--- config.mk ---
export PLATFORM = sky130hd
export DESIGN_NAME = art_timer
export DESIGN_NICKNAME = d
export VERILOG_FILES = /design/src/core/art_pkg.sv /design/src/core/art_timer.sv
export SDC_FILE = /design/constraint.sdc
export NUM_CORES = 1
export LEC_CHECK = 0
export BUFFER_PORTS_ARGS = -buffer_cell sky130_fd_sc_hd__buf_2
export CAP_MARGIN = 20
export CELL_PAD_IN_SITES_DETAIL_PLACEMENT = 1
export CELL_PAD_IN_SITES_GLOBAL_PLACEMENT = 2
export CORE_ASPECT_RATIO = 1.1
export CORE_UTILIZATION = 30
export CTS_CLUSTER_SIZE = 28
export DETAILED_ROUTE_END_ITERATION = 8
export MAX_ROUTING_LAYER = met4
export PLACE_DENSITY_LB_ADDON = 0.2
export SYNTH_ARGS = -nofsm -noshare
export SYNTH_HDL_FRONTEND = slang
export SYNTH_SLANG_ARGS = --single-unit
--- constraint.sdc ---
create_clock -name clk_i -period 3.2 [get_ports clk_i]
set_input_delay 0.16 -clock clk_i [delete_from_list [all_inputs] [get_ports clk_i]]
set_output_delay 0.16 -clock clk_i [all_outputs]
set_load 0.01 [all_outputs]
--- src/core/art_pkg.sv ---
// constants, register map and types of the auto-reload timer
package art_pkg;

    // ------------------------------------------------------------
    // register indices; the byte address is four times the index
    // ------------------------------------------------------------
    localparam logic [7:0] IDX_MODE = 8'hD5;
    localparam logic [7:0] IDX_FLAGS = 8'hD6;
    localparam logic [7:0] IDX_CLKSEL = 8'hD7;
    localparam logic [7:0] IDX_PRESCALER = 8'hD8;
    localparam logic [7:0] IDX_RELOAD = 8'hD9;
    localparam logic [7:0] IDX_COMPARE = 8'hDA;
    localparam logic [7:0] IDX_LIVE_LOAD = 8'hDB;

    // ------------------------------------------------------------
    // timer_mode_control fields
    // ------------------------------------------------------------
    localparam int BIT_LOAD = 7;
    localparam int BIT_RUN = 6;
    localparam int BIT_PWM_OE = 5;
    localparam int BIT_EDGE_IE = 4;
    localparam int BIT_MATCH_IE = 3;
    localparam int BIT_ROLL_IE = 2;
    localparam int MODE_LSB = 0;

    // ------------------------------------------------------------
    // timer_flags fields
    // ------------------------------------------------------------
    localparam int BIT_EDGE_FLAG = 2;
    localparam int BIT_MATCH_FLAG = 1;
    localparam int BIT_ROLL_FLAG = 0;

    // ------------------------------------------------------------
    // clock_edge_select fields
    // ------------------------------------------------------------
    localparam int PS_LSB = 5;
    localparam int BIT_RSVD = 4;
    localparam int BIT_EDGE_POL = 3;
    localparam int BIT_EDGE_EN = 2;
    localparam int CLK_LSB = 0;

    // ------------------------------------------------------------
    // reset values and counts
    // ------------------------------------------------------------
    localparam logic [7:0] MODE_RESET = 8'h00;
    localparam logic [7:0] CFG_RESET = 8'h00;
    localparam logic [7:0] BYTE_RESET = 8'h00;
    localparam logic [2:0] FLAGS_RESET = 3'h0;
    localparam logic [7:0] COUNT_TOP = 8'hFF;
    localparam logic [1:0] DIV3_LAST = 2'h2;

    // operating modes in mode_select order
    typedef enum logic [1:0] {
        ART_AUTO_RELOAD,
        ART_CAPTURE,
        ART_CAPTURE_RESET,
        ART_EXT_LOAD
    } art_mode_type;

    // counting clock sources in clock_select order
    typedef enum logic [1:0] {
        ART_SRC_INT,
        ART_SRC_DIV3,
        ART_SRC_PIN,
        ART_SRC_RSVD
    } art_src_type;

endpackage : art_pkg

--- src/core/art_timer.sv ---
// auto-reload timer with prescaler, capture, compare and apb registers
`timescale 1ns/100ps
`default_nettype none

module art_timer #(
    parameter int ADDR_W = 12
) (
    input wire logic clk_i,
    input wire logic rst_n_i,
    input wire logic psel_i,
    input wire logic penable_i,
    input wire logic pwrite_i,
    input wire logic [ADDR_W-1:0] paddr_i,
    input wire logic [31:0] pwdata_i,
    output logic [31:0] prdata_o,
    output logic pready_o,
    output logic pslverr_o,
    input wire logic event_input_pin_i,
    output logic pwm_output_pin_o,
    output logic irq_req_o
);

    // ------------------------------------------------------------
    // decoding helpers
    // ------------------------------------------------------------
    // true when a byte address selects a register index
    function automatic logic addr_hit(input logic [ADDR_W-1:0] addr,
                                      input logic [7:0] idx);
        addr_hit = (addr == ADDR_W'({idx, 2'b00}));
    endfunction : addr_hit

    // low bits of the prescaler that must be all ones for a tick
    function automatic logic [6:0] ps_mask(input logic [2:0] sel);
        ps_mask = 7'((8'h01 << sel) - 8'h01);
    endfunction : ps_mask

    // ------------------------------------------------------------
    // state
    // ------------------------------------------------------------
    logic [6:0] mode_q, psc_q, psc_d;
    logic [7:0] cfg_q, reload_q, compare_q, cnt_q, cnt_d;
    logic [2:0] flags_q;
    logic [1:0] div3_q;
    logic evt_prev_q, pwm_q, pwm_pin_q, irq_q, pready_q, pslverr_q;
    logic [31:0] prdata_q;
    logic apb_fire, wr, known, mode_wr, flag_wr, cfg_wr;
    logic reload_wr, compare_wr, live_wr;
    logic [31:0] rdata_d;
    art_pkg::art_mode_type mode;
    art_pkg::art_src_type src;
    logic src_tick, psc_tick, cnt_tick, active_edge, capture_evt;
    logic load_bit_evt, restart_evt, clr_evt, ext_load_evt;
    logic load_any, overflow, match_hit;
    logic [7:0] cnt_inc, cnt_after;
    logic [2:0] flag_set;
    assign prdata_o = prdata_q;
    assign pready_o = pready_q;
    assign pslverr_o = pslverr_q;
    assign pwm_output_pin_o = pwm_pin_q;
    assign irq_req_o = irq_q;

    // ------------------------------------------------------------
    // apb slave
    // ------------------------------------------------------------
    // one wait state; a transfer completes when pready is high
    assign apb_fire = psel_i & penable_i & pready_q;
    assign wr = apb_fire & pwrite_i;
    assign known = addr_hit(paddr_i, art_pkg::IDX_MODE)
        | addr_hit(paddr_i, art_pkg::IDX_FLAGS)
        | addr_hit(paddr_i, art_pkg::IDX_CLKSEL)
        | addr_hit(paddr_i, art_pkg::IDX_PRESCALER)
        | addr_hit(paddr_i, art_pkg::IDX_RELOAD)
        | addr_hit(paddr_i, art_pkg::IDX_COMPARE)
        | addr_hit(paddr_i, art_pkg::IDX_LIVE_LOAD);
    assign mode_wr = wr & addr_hit(paddr_i, art_pkg::IDX_MODE);
    assign flag_wr = wr & addr_hit(paddr_i, art_pkg::IDX_FLAGS);
    assign cfg_wr = wr & addr_hit(paddr_i, art_pkg::IDX_CLKSEL);
    assign reload_wr = wr & addr_hit(paddr_i, art_pkg::IDX_RELOAD);
    assign compare_wr = wr & addr_hit(paddr_i, art_pkg::IDX_COMPARE);
    assign live_wr = wr & addr_hit(paddr_i, art_pkg::IDX_LIVE_LOAD);

    // read mux; load bit and reserved bits read as zero
    always_comb
    begin
        rdata_d = 32'h0000_0000;
        if (addr_hit(paddr_i, art_pkg::IDX_MODE))
            rdata_d = {25'h0, mode_q};
        else if (addr_hit(paddr_i, art_pkg::IDX_FLAGS))
            rdata_d = {29'h0, flags_q};
        else if (addr_hit(paddr_i, art_pkg::IDX_CLKSEL))
            rdata_d = {24'h0, cfg_q};
        else if (addr_hit(paddr_i, art_pkg::IDX_PRESCALER))
            rdata_d = {25'h0, psc_q};
        else if (addr_hit(paddr_i, art_pkg::IDX_RELOAD))
            rdata_d = {24'h0, reload_q};
        else if (addr_hit(paddr_i, art_pkg::IDX_COMPARE))
            rdata_d = {24'h0, compare_q};
        else if (addr_hit(paddr_i, art_pkg::IDX_LIVE_LOAD))
            rdata_d = {24'h0, cnt_q};
    end

    // answer phase: ready, error and read data all from flops
    always_ff @(posedge clk_i or negedge rst_n_i)
    begin
        if (!rst_n_i)
        begin
            pready_q <= 1'b0;
            pslverr_q <= 1'b0;
            prdata_q <= 32'h0000_0000;
        end
        else
        begin
            pready_q <= psel_i & penable_i & ~pready_q;
            pslverr_q <= psel_i & penable_i & ~pready_q & ~known;
            if (psel_i & penable_i & ~pready_q & ~pwrite_i)
                prdata_q <= rdata_d;
            else
                prdata_q <= 32'h0000_0000;
        end
    end

    // ------------------------------------------------------------
    // software registers
    // ------------------------------------------------------------
    // mode control, clock select and compare
    always_ff @(posedge clk_i or negedge rst_n_i)
    begin
        if (!rst_n_i)
        begin
            mode_q <= art_pkg::MODE_RESET[6:0];
            cfg_q <= art_pkg::CFG_RESET;
            compare_q <= art_pkg::BYTE_RESET;
        end
        else
        begin
            if (mode_wr)
                mode_q <= pwdata_i[6:0];
            if (cfg_wr)
            begin
                cfg_q <= pwdata_i[7:0];
                cfg_q[art_pkg::BIT_RSVD] <= 1'b0;
            end
            if (compare_wr)
                compare_q <= pwdata_i[7:0];
        end
    end

    // ------------------------------------------------------------
    // clock source, edge detect and prescaler tick
    // ------------------------------------------------------------
    assign mode = art_pkg::art_mode_type'(mode_q[art_pkg::MODE_LSB +: 2]);
    assign src = art_pkg::art_src_type'(cfg_q[art_pkg::CLK_LSB +: 2]);

    // divide-by-three phase counter and previous pin level
    always_ff @(posedge clk_i or negedge rst_n_i)
    begin
        if (!rst_n_i)
        begin
            div3_q <= 2'h0;
            evt_prev_q <= 1'b0;
        end
        else
        begin
            div3_q <= (div3_q == art_pkg::DIV3_LAST) ? 2'h0 : div3_q + 2'h1;
            evt_prev_q <= event_input_pin_i;
        end
    end

    // selected source ticks; reserved code never ticks
    always_comb
    begin
        case (src)
            art_pkg::ART_SRC_INT: src_tick = 1'b1;
            art_pkg::ART_SRC_DIV3: src_tick = (div3_q == art_pkg::DIV3_LAST);
            art_pkg::ART_SRC_PIN: src_tick = event_input_pin_i & ~evt_prev_q;
            default: src_tick = 1'b0;
        endcase
    end

    // active edge of the event pin per enable and polarity
    assign active_edge = cfg_q[art_pkg::BIT_EDGE_EN]
        & (cfg_q[art_pkg::BIT_EDGE_POL]
            ? (evt_prev_q & ~event_input_pin_i)
            : (~evt_prev_q & event_input_pin_i));

    // prescaler advances only while running; tick at 2^n
    assign psc_tick = mode_q[art_pkg::BIT_RUN] & src_tick;
    assign cnt_tick = psc_tick
        & ((psc_q & ps_mask(cfg_q[art_pkg::PS_LSB +: 3]))
            == ps_mask(cfg_q[art_pkg::PS_LSB +: 3]));

    // ------------------------------------------------------------
    // counter load and count decisions
    // ------------------------------------------------------------
    assign capture_evt = active_edge & ((mode == art_pkg::ART_CAPTURE)
        | (mode == art_pkg::ART_CAPTURE_RESET));
    assign clr_evt = active_edge & (mode == art_pkg::ART_CAPTURE_RESET);
    assign ext_load_evt = active_edge & (mode == art_pkg::ART_EXT_LOAD);
    assign load_bit_evt = mode_wr & pwdata_i[art_pkg::BIT_LOAD];
    assign restart_evt = mode_wr & (pwdata_i[6:0] == mode_q)
        & mode_q[art_pkg::BIT_PWM_OE] & mode_q[art_pkg::BIT_RUN];
    assign load_any = live_wr | load_bit_evt | restart_evt | clr_evt
        | ext_load_evt;
    assign overflow = cnt_tick & (cnt_q == art_pkg::COUNT_TOP);
    assign cnt_inc = cnt_q + 8'h01;
    assign cnt_after = (overflow && mode == art_pkg::ART_AUTO_RELOAD)
        ? reload_q : cnt_inc;
    assign match_hit = cnt_tick & ~load_any & (cnt_after == compare_q);

    // next counter and prescaler; any load clears the prescaler
    always_comb
    begin
        cnt_d = cnt_q;
        psc_d = psc_q;
        if (live_wr)
        begin
            cnt_d = pwdata_i[7:0];
            psc_d = 7'h00;
        end
        else if (load_bit_evt || restart_evt)
        begin
            cnt_d = reload_q;
            psc_d = 7'h00;
        end
        else if (clr_evt)
        begin
            cnt_d = 8'h00;
            psc_d = 7'h00;
        end
        else if (ext_load_evt)
        begin
            cnt_d = reload_q;
            psc_d = 7'h00;
        end
        else if (cnt_tick)
        begin
            cnt_d = cnt_after;
            psc_d = (overflow && mode == art_pkg::ART_AUTO_RELOAD)
                ? 7'h00 : psc_q + 7'h01;
        end
        else if (psc_tick)
            psc_d = psc_q + 7'h01;
    end

    // counter and prescaler storage
    always_ff @(posedge clk_i or negedge rst_n_i)
    begin
        if (!rst_n_i)
        begin
            cnt_q <= art_pkg::BYTE_RESET;
            psc_q <= 7'h00;
        end
        else
        begin
            cnt_q <= cnt_d;
            psc_q <= psc_d;
        end
    end

    // reload/capture register; a capture beats a software write
    always_ff @(posedge clk_i or negedge rst_n_i)
    begin
        if (!rst_n_i)
            reload_q <= art_pkg::BYTE_RESET;
        else if (capture_evt)
            reload_q <= cnt_q;
        else if (reload_wr)
            reload_q <= pwdata_i[7:0];
    end

    // ------------------------------------------------------------
    // flags, pwm and request
    // ------------------------------------------------------------
    assign flag_set[art_pkg::BIT_ROLL_FLAG] = overflow & ~load_any;
    assign flag_set[art_pkg::BIT_MATCH_FLAG] = match_hit;
    assign flag_set[art_pkg::BIT_EDGE_FLAG] = active_edge;

    // each flag: write zero clears, write one keeps, set wins
    for (genvar i = 0; i < 3; i++)
    begin : g_flag
        always_ff @(posedge clk_i or negedge rst_n_i)
        begin
            if (!rst_n_i)
                flags_q[i] <= art_pkg::FLAGS_RESET[i];
            else if (flag_set[i])
                flags_q[i] <= 1'b1;
            else if (flag_wr && !pwdata_i[i])
                flags_q[i] <= 1'b0;
        end
    end

    // pwm level: overflow sets, match clears, restart holds
    always_ff @(posedge clk_i or negedge rst_n_i)
    begin
        if (!rst_n_i)
            pwm_q <= 1'b0;
        else if (match_hit)
            pwm_q <= 1'b0;
        else if (overflow && !load_any)
            pwm_q <= 1'b1;
    end

    // pin gating and request, both registered
    always_ff @(posedge clk_i or negedge rst_n_i)
    begin
        if (!rst_n_i)
        begin
            pwm_pin_q <= 1'b0;
            irq_q <= 1'b0;
        end
        else
        begin
            pwm_pin_q <= pwm_q & mode_q[art_pkg::BIT_PWM_OE];
            irq_q <= |(flags_q & mode_q[art_pkg::BIT_ROLL_IE +: 3]);
        end
    end
endmodule : art_timer

`default_nettype wire

# Word level (Yosys, flattened, before mapping)

Index checks and enable logic that the tools add are counted.
Widths: inputs -> output; s select.

Bits in registers: 88
Output and inout bits: 36
Word-level logic and storage cells: 141

$add $sub $neg: 4
Equal/unequal tests: 17
Shift-type cells: 1
Muxes and demuxes: 34
Bitwise operators: 48
Reduce and logical (&&, ||, !) cells: 20

Operators by type and width:

| kind                 | number |
|---|---|
| $mux 8               | 15 |
| $eq 12x10->1 const B | 7 |
| $mux 7               | 7 |
| $mux 32              | 1 |
| $and 1x1->1          | 29 |
| $eq 7x7->1           | 2 |
| $or 1x1->1           | 11 |
| $reduce_bool 2->1    | 5 |
| $mux 1               | 9 |
| $add 8x1->8 const B  | 1 |
| $eq 2x2->1 const B   | 4 |
| $eq 8x8->1           | 1 |
| $eq 8x8->1 const B   | 1 |
| $add 7x1->7 const B  | 1 |
| $and 7x7->7          | 1 |
| $shl 1x3->7 const A  | 1 |
| $sub 7x1->7 const B  | 1 |
| $not 1->1            | 6 |
| $reduce_bool 6->1    | 1 |
| $logic_and 1x1->1    | 5 |
| $reduce_bool 5->1    | 1 |
| $eq 2x1->1 const B   | 2 |
| $logic_not 1->1      | 4 |
| $logic_not 2->1      | 2 |
| other kinds (6)      | 6 |

# Longest topological paths before layout

Depth in word-level cells: 14
Mapped depth: 13
Mapped depth without buffers: 11

# Worst setup path before layout

No wires, ideal clock.

Kind: register -> register
Start point: reg cfg_q[6]
End point: reg pwm_q
Setup time: 0.122 ns
Arrival: 2.942 ns
Data required time: 3.078 ns
Setup slack: 0.136 ns
Cell stages (with the launch flop): 11
Path buffers: 1
Clock period less this slack: 3.064 ns
Path through: dfrtp_1 -> buf_2 -> or3_1 -> ha_1 -> xor2_1 -> a211oi_2 -> nand3_4 -> or3_1 -> a2111oi_2 -> nand3_1 -> a21boi_1

Longest elaborated chain between the ends: 11

RTL lines:

| what                                               | RTL line         | RTL |
|---|---|---|
| start, declared                                    | art_timer.sv:41  | `logic [7:0] cfg_q, reload_q, compare_q, cnt_q, cnt_d;` |
| start signal, assigned                             | art_timer.sv:131 | `cfg_q <= art_pkg::CFG_RESET;` |
| start signal, assigned                             | art_timer.sv:140 | `cfg_q <= pwdata_i[7:0];` |
| $shl 1x3->7 *                                      | art_timer.sv:34  | `ps_mask = 7'((8'h01 << sel) - 8'h01);` |
| $sub 7x1->7 *                                      | art_timer.sv:34  |  |
| $and 7x7->7                                        | art_timer.sv:189 | `& ((psc_q & ps_mask(cfg_q[art_pkg::PS_LSB +: 3]))` |
| $eq 7x7->1 *                                       | art_timer.sv:190 | `== ps_mask(cfg_q[art_pkg::PS_LSB +: 3]));` |
| $and 1x1->1 *                                      | art_timer.sv:189 |  |
| $and 1x1->1                                        | art_timer.sv:204 | `assign overflow = cnt_tick & (cnt_q == art_pkg::COUNT_TOP);` |
| $logic_and 1x1->1                                  | art_timer.sv:206 | `assign cnt_after = (overflow && mode == art_pkg::ART_AUTO_RELOAD)` |
| $mux 8                                             | art_timer.sv:207 | `? reload_q : cnt_inc;` |
| $eq 8x8->1                                         | art_timer.sv:208 | `assign match_hit = cnt_tick & ~load_any & (cnt_after == compare_q);` |
| $and 1x1->1                                        | art_timer.sv:208 |  |
| $mux 1 / $reduce_bool 2->1 (equally long branches) | -                |  |
| end signal, assigned                               | art_timer.sv:296 | `pwm_q <= 1'b0;` |
| end signal, assigned                               | art_timer.sv:298 | `pwm_q <= 1'b0;` |
| end signal, assigned                               | art_timer.sv:300 | `pwm_q <= 1'b1;` |
| end, declared                                      | art_timer.sv:44  | `logic evt_prev_q, pwm_q, pwm_pin_q, irq_q, pready_q, pslverr_q;` |

Mark *: on every way between the ends. The rest lies on a longest branch, timed or not.
A chain may end at the register's enable or synchronous reset.

# Worst setup path in the final report

Start point: reg cfg_q[7]
End point: reg pwm_q

The elaborated chain is that of the path after synthesis.

==> key figures <==
Logic synthesis
  – Top cells by area, synth: dfrtp_1, mux2_2, buf_4
  – Post-synth top area cell: dfrtp_1
  – Post-synth EDFFs: 0
  – Synth warnings: 0
  – Synthesized instance count: 411
  – Syn Area/Cell: 9.53 um2
  – Synth top area share: 40.9%
  – Commonest cells in the synthesized netlist: dfrtp_1, nand2_1, nor2_1
  – Top-count cell post-synth: dfrtp_1
  – Synth unique cells: 69
  – Post-synth top flop: dfrtp_1
  – Ys async rst share: 100%
  – Seq/Total Area, Yosys: 40.9%
  – Netlist Area Pre-Place: 3920 um2
  – Yosys reg bits: 64

Route
  – DR DRC count: 10
  – Antenna-violating nets left: 0
  – Number of DRC violations after detailed-routing iteration 0: 161
  – Drt via density: 5.25
  – Final wirelength: 12.6 mm
  – DR WL/cell: 20.0 um
  – Via count: 3318
  – Drt pass-1 iters: 7

Global route
  – Total congestion overflow: 0
  – GRT Resource Usage Total: 21.1%
  – Number of global-route vias before repair: 3519
  – Largest net degree at the start of global routing: 28
  – Initial antenna violation count: 0
  – Global-route wire length before repair: 20.4 mm

Power
  – Sw frac: 31.7%
  – Internal: 1.73 mW
  – Clk pwr share: 36.0%
  – NetSw: 0.801 mW
  – Final Total Pwr: 2.53 mW
  – Comb pwr share: 21.5%
  – Seq pwr share: 42.5%
  – Max VDD drop: 0.208 mV
  – Lkg Pwr: 2.13 nW
  – PD cells: 549 nW/um2

Job
  – Maxcap violations: 0

Worst setup path
  – Critical Path RT: 3.42 ns
  – CP Class: flop to flop
  – CP top delay family: simple AND/OR/NAND/NOR gates
  – Crit path cell chain: or3_1 -> ha_1 -> xor2_1 -> a211oi_2 -> nand3_4 -> or3_1 -> a2111oi_2 -> nand3_1 -> a21boi_1
  – Crit-path max cell delay: 0.44 ns
  – Slowest-stage cell, CP: or3_1
  – CP Max Fanout: 4
  – Most frequent CP cell: or3_1
  – Crit path buf inv count: 0
  – Critical path arrival: 3.23 ns
  – CP startpoint kind: flop
  – CP Capture Type: flop

STA
  – Worst clock skew: 0.00488 ns
  – # setup viols final: 0
  – Final hold vios: 0
  – Fin. max-slew vios: 0
  – Fin crit share: 94.2%
  – Fin Setup TNS: 0 ns
  – Max Freq: 0.332 GHz
  – Min Clock Period, post-route: 3.01 ns
  – Unrepaired setup endpoints after global routing: false
  – Worst hold slack: 0.0908 ns
  – Worst relative slew slack: 61.8%
  – Slew @ Worst Pin: 0.558 ns

Clock tree
  – CTS tree: done
  – Clk sinks: 64
  – Clock H-tree levels: 3
  – Root Driver: clkbuf_16
  – Total setup buffers inserted after CTS: 0
  – CTS Buffer Depth: 2
  – CTS clk-pin slew, worst paths: 0.05 ns
  – CTS buffer count: 9
  – Worst-Skew Late Latency: 0.34 ns
  – CTS resizes: 0

Die
  – Top-Level Pins: 86
  – Initial Util: 30.9%
  – Die width: 111 um
  – Core ar.: 12700 um2
  – Full die area: 13500 um2
  – Rows: 43
  – Die height: 122 um

Placement
  – Placed Instances: 615
  – IO Port Bufs: 37
  – Detailed Place HPWL: 9.52 mm
  – Routability cong.: 0.824

Min path
  – Worst Hold Class: input pin to flop

Cells and area
  – Core Util, Final: 36.3%
  – Layout cells sized above 1: 21.7%
  – Area of the multi-input gates: 2100 um2
  – Register area: 1600 um2
  – FILL cells: 1500
  – N_diodes: 0
  – Nets: 527
  – P&R area growth vs syn: 17.6%
  – Layout Cells excl Fill: 632

Run status
  – Outcome: finished, violations left
  – Failing checks: design-rule violations
## per-stage QoR
step           instance area [um2]  worst slack (ns)
6_report                      4610             0.185
3_5_place_dp                  4320             0.224
5_1_grt                       4610            0.0327
2_1_floorplan                 4010             0.136
3_3_place_gp                  4320             0.258
4_1_cts                       4610             0.202
## sequential cells by signal, summed over array words and instances, names as in the netlist, 2 cells and up
signal and count:
flags_q 3, cfg_q 7, reload_q 8, psc_q 7, compare_q 8, cnt_q 8
prdata_o 8, mode_q 7, div3_q 2
## cell families (layout without fill, tap and decap cells)
| logic type | count (synthesis) | count (layout) | share of synthesized area (%) |
|---|---|---|---|
| AO/OA/AOI/OAI | 95 | 95 | 18.3 |
| XOR/XNOR | 22 | 22 | 4.92 |
| adder cells (fa/ha/maj) | 6 | 6 | 1.92 |
| buffers and inverters | 52 | 93 | 7.69 |
| flip-flops | 64 | 64 | 40.9 |
| multiplexers | 29 | 29 | 7.98 |
| other | 1 | 24 | 0.0957 |
| AND/OR/NAND/NOR | 142 | 142 | 18.3 |
## layer usage
metal,GRT usage [%],routed length (um),vias up,share of wire (%)
met5,-,0,-,0
li1,-,-,1573,-
met3,3.53,524,15,4.2
met2,35.3,6220,68,49
met1,25.5,5650,1662,45
met4,8.22,225,0,1.8
## tightest hold or removal path: stages
cell and delay (ns):
buf_2 0.10, nand2_1 0.07, nor2_1 0.05
## final cells by class
type,instances,area share (%)
tap,157,4.26
clock buffer,15,5.81
inverter,15,1.22
multi-input combinational,318,45.6
sequential,64,34.7
timing repair buffer,63,8.36
## layout by cell type, fill, tap and decap left out, drive strengths merged, types with 3 or more instances in the layout
cell	count
a31o	4
conb	24
o31ai	7
or2	3
nor2	38
ha	6
nand4	4
a221oi	12
nand3	14
and3	5
xnor2	8
mux2i	11
dfrtp	64
mux2	18
o21ai	18
a222oi	9
inv	15
a21boi	4
clkbuf	15
or3	4
and2	3
nand2	44
a22o	4
xor2	14
nor4	3
buf	61
a21oi	19
nor3	10
## power by group through the flow
stage	clock (mW)	sequential [mW]	combinational, mW
finish	0.909	1.08	0.544
global route	0.974	1.09	0.620
CTS	0.938	1.07	0.552
detailed placement	0	1.08	0.547
global placement	0	1.09	0.539
floorplan	0	0.992	0.459
## worst paths after layout
check	from	end	slack, ns	depth (start not counted)
setup reg to reg	cfg_q[7]$_DFFE_PN0P_	pwm_q$_DFFE_PN0P_	0.19	9
hold reg to reg	div3_q[0]$_DFF_PN0_	div3_q[0]$_DFF_PN0_	0.45	1
min in group asynchronous	rst_n_i	cfg_q[6]$_DFFE_PN0P_	0.30	2
max in group asynchronous	rst_n_i	mode_q[0]$_DFFE_PN0P_	2.14	3
setup / recovery	cfg_q[7]$_DFFE_PN0P_	pwm_q$_DFFE_PN0P_	0.19	9
hold / removal	penable_i	pready_o$_DFF_PN0_	0.09	3
## repair_timing
action,in CTS,in global routing
setup endpoints to repair,0,0
hold buffers,2,0
endpoints found under the hold margin,18,0
No activity file was read; power rests on OpenSTA's default activity.
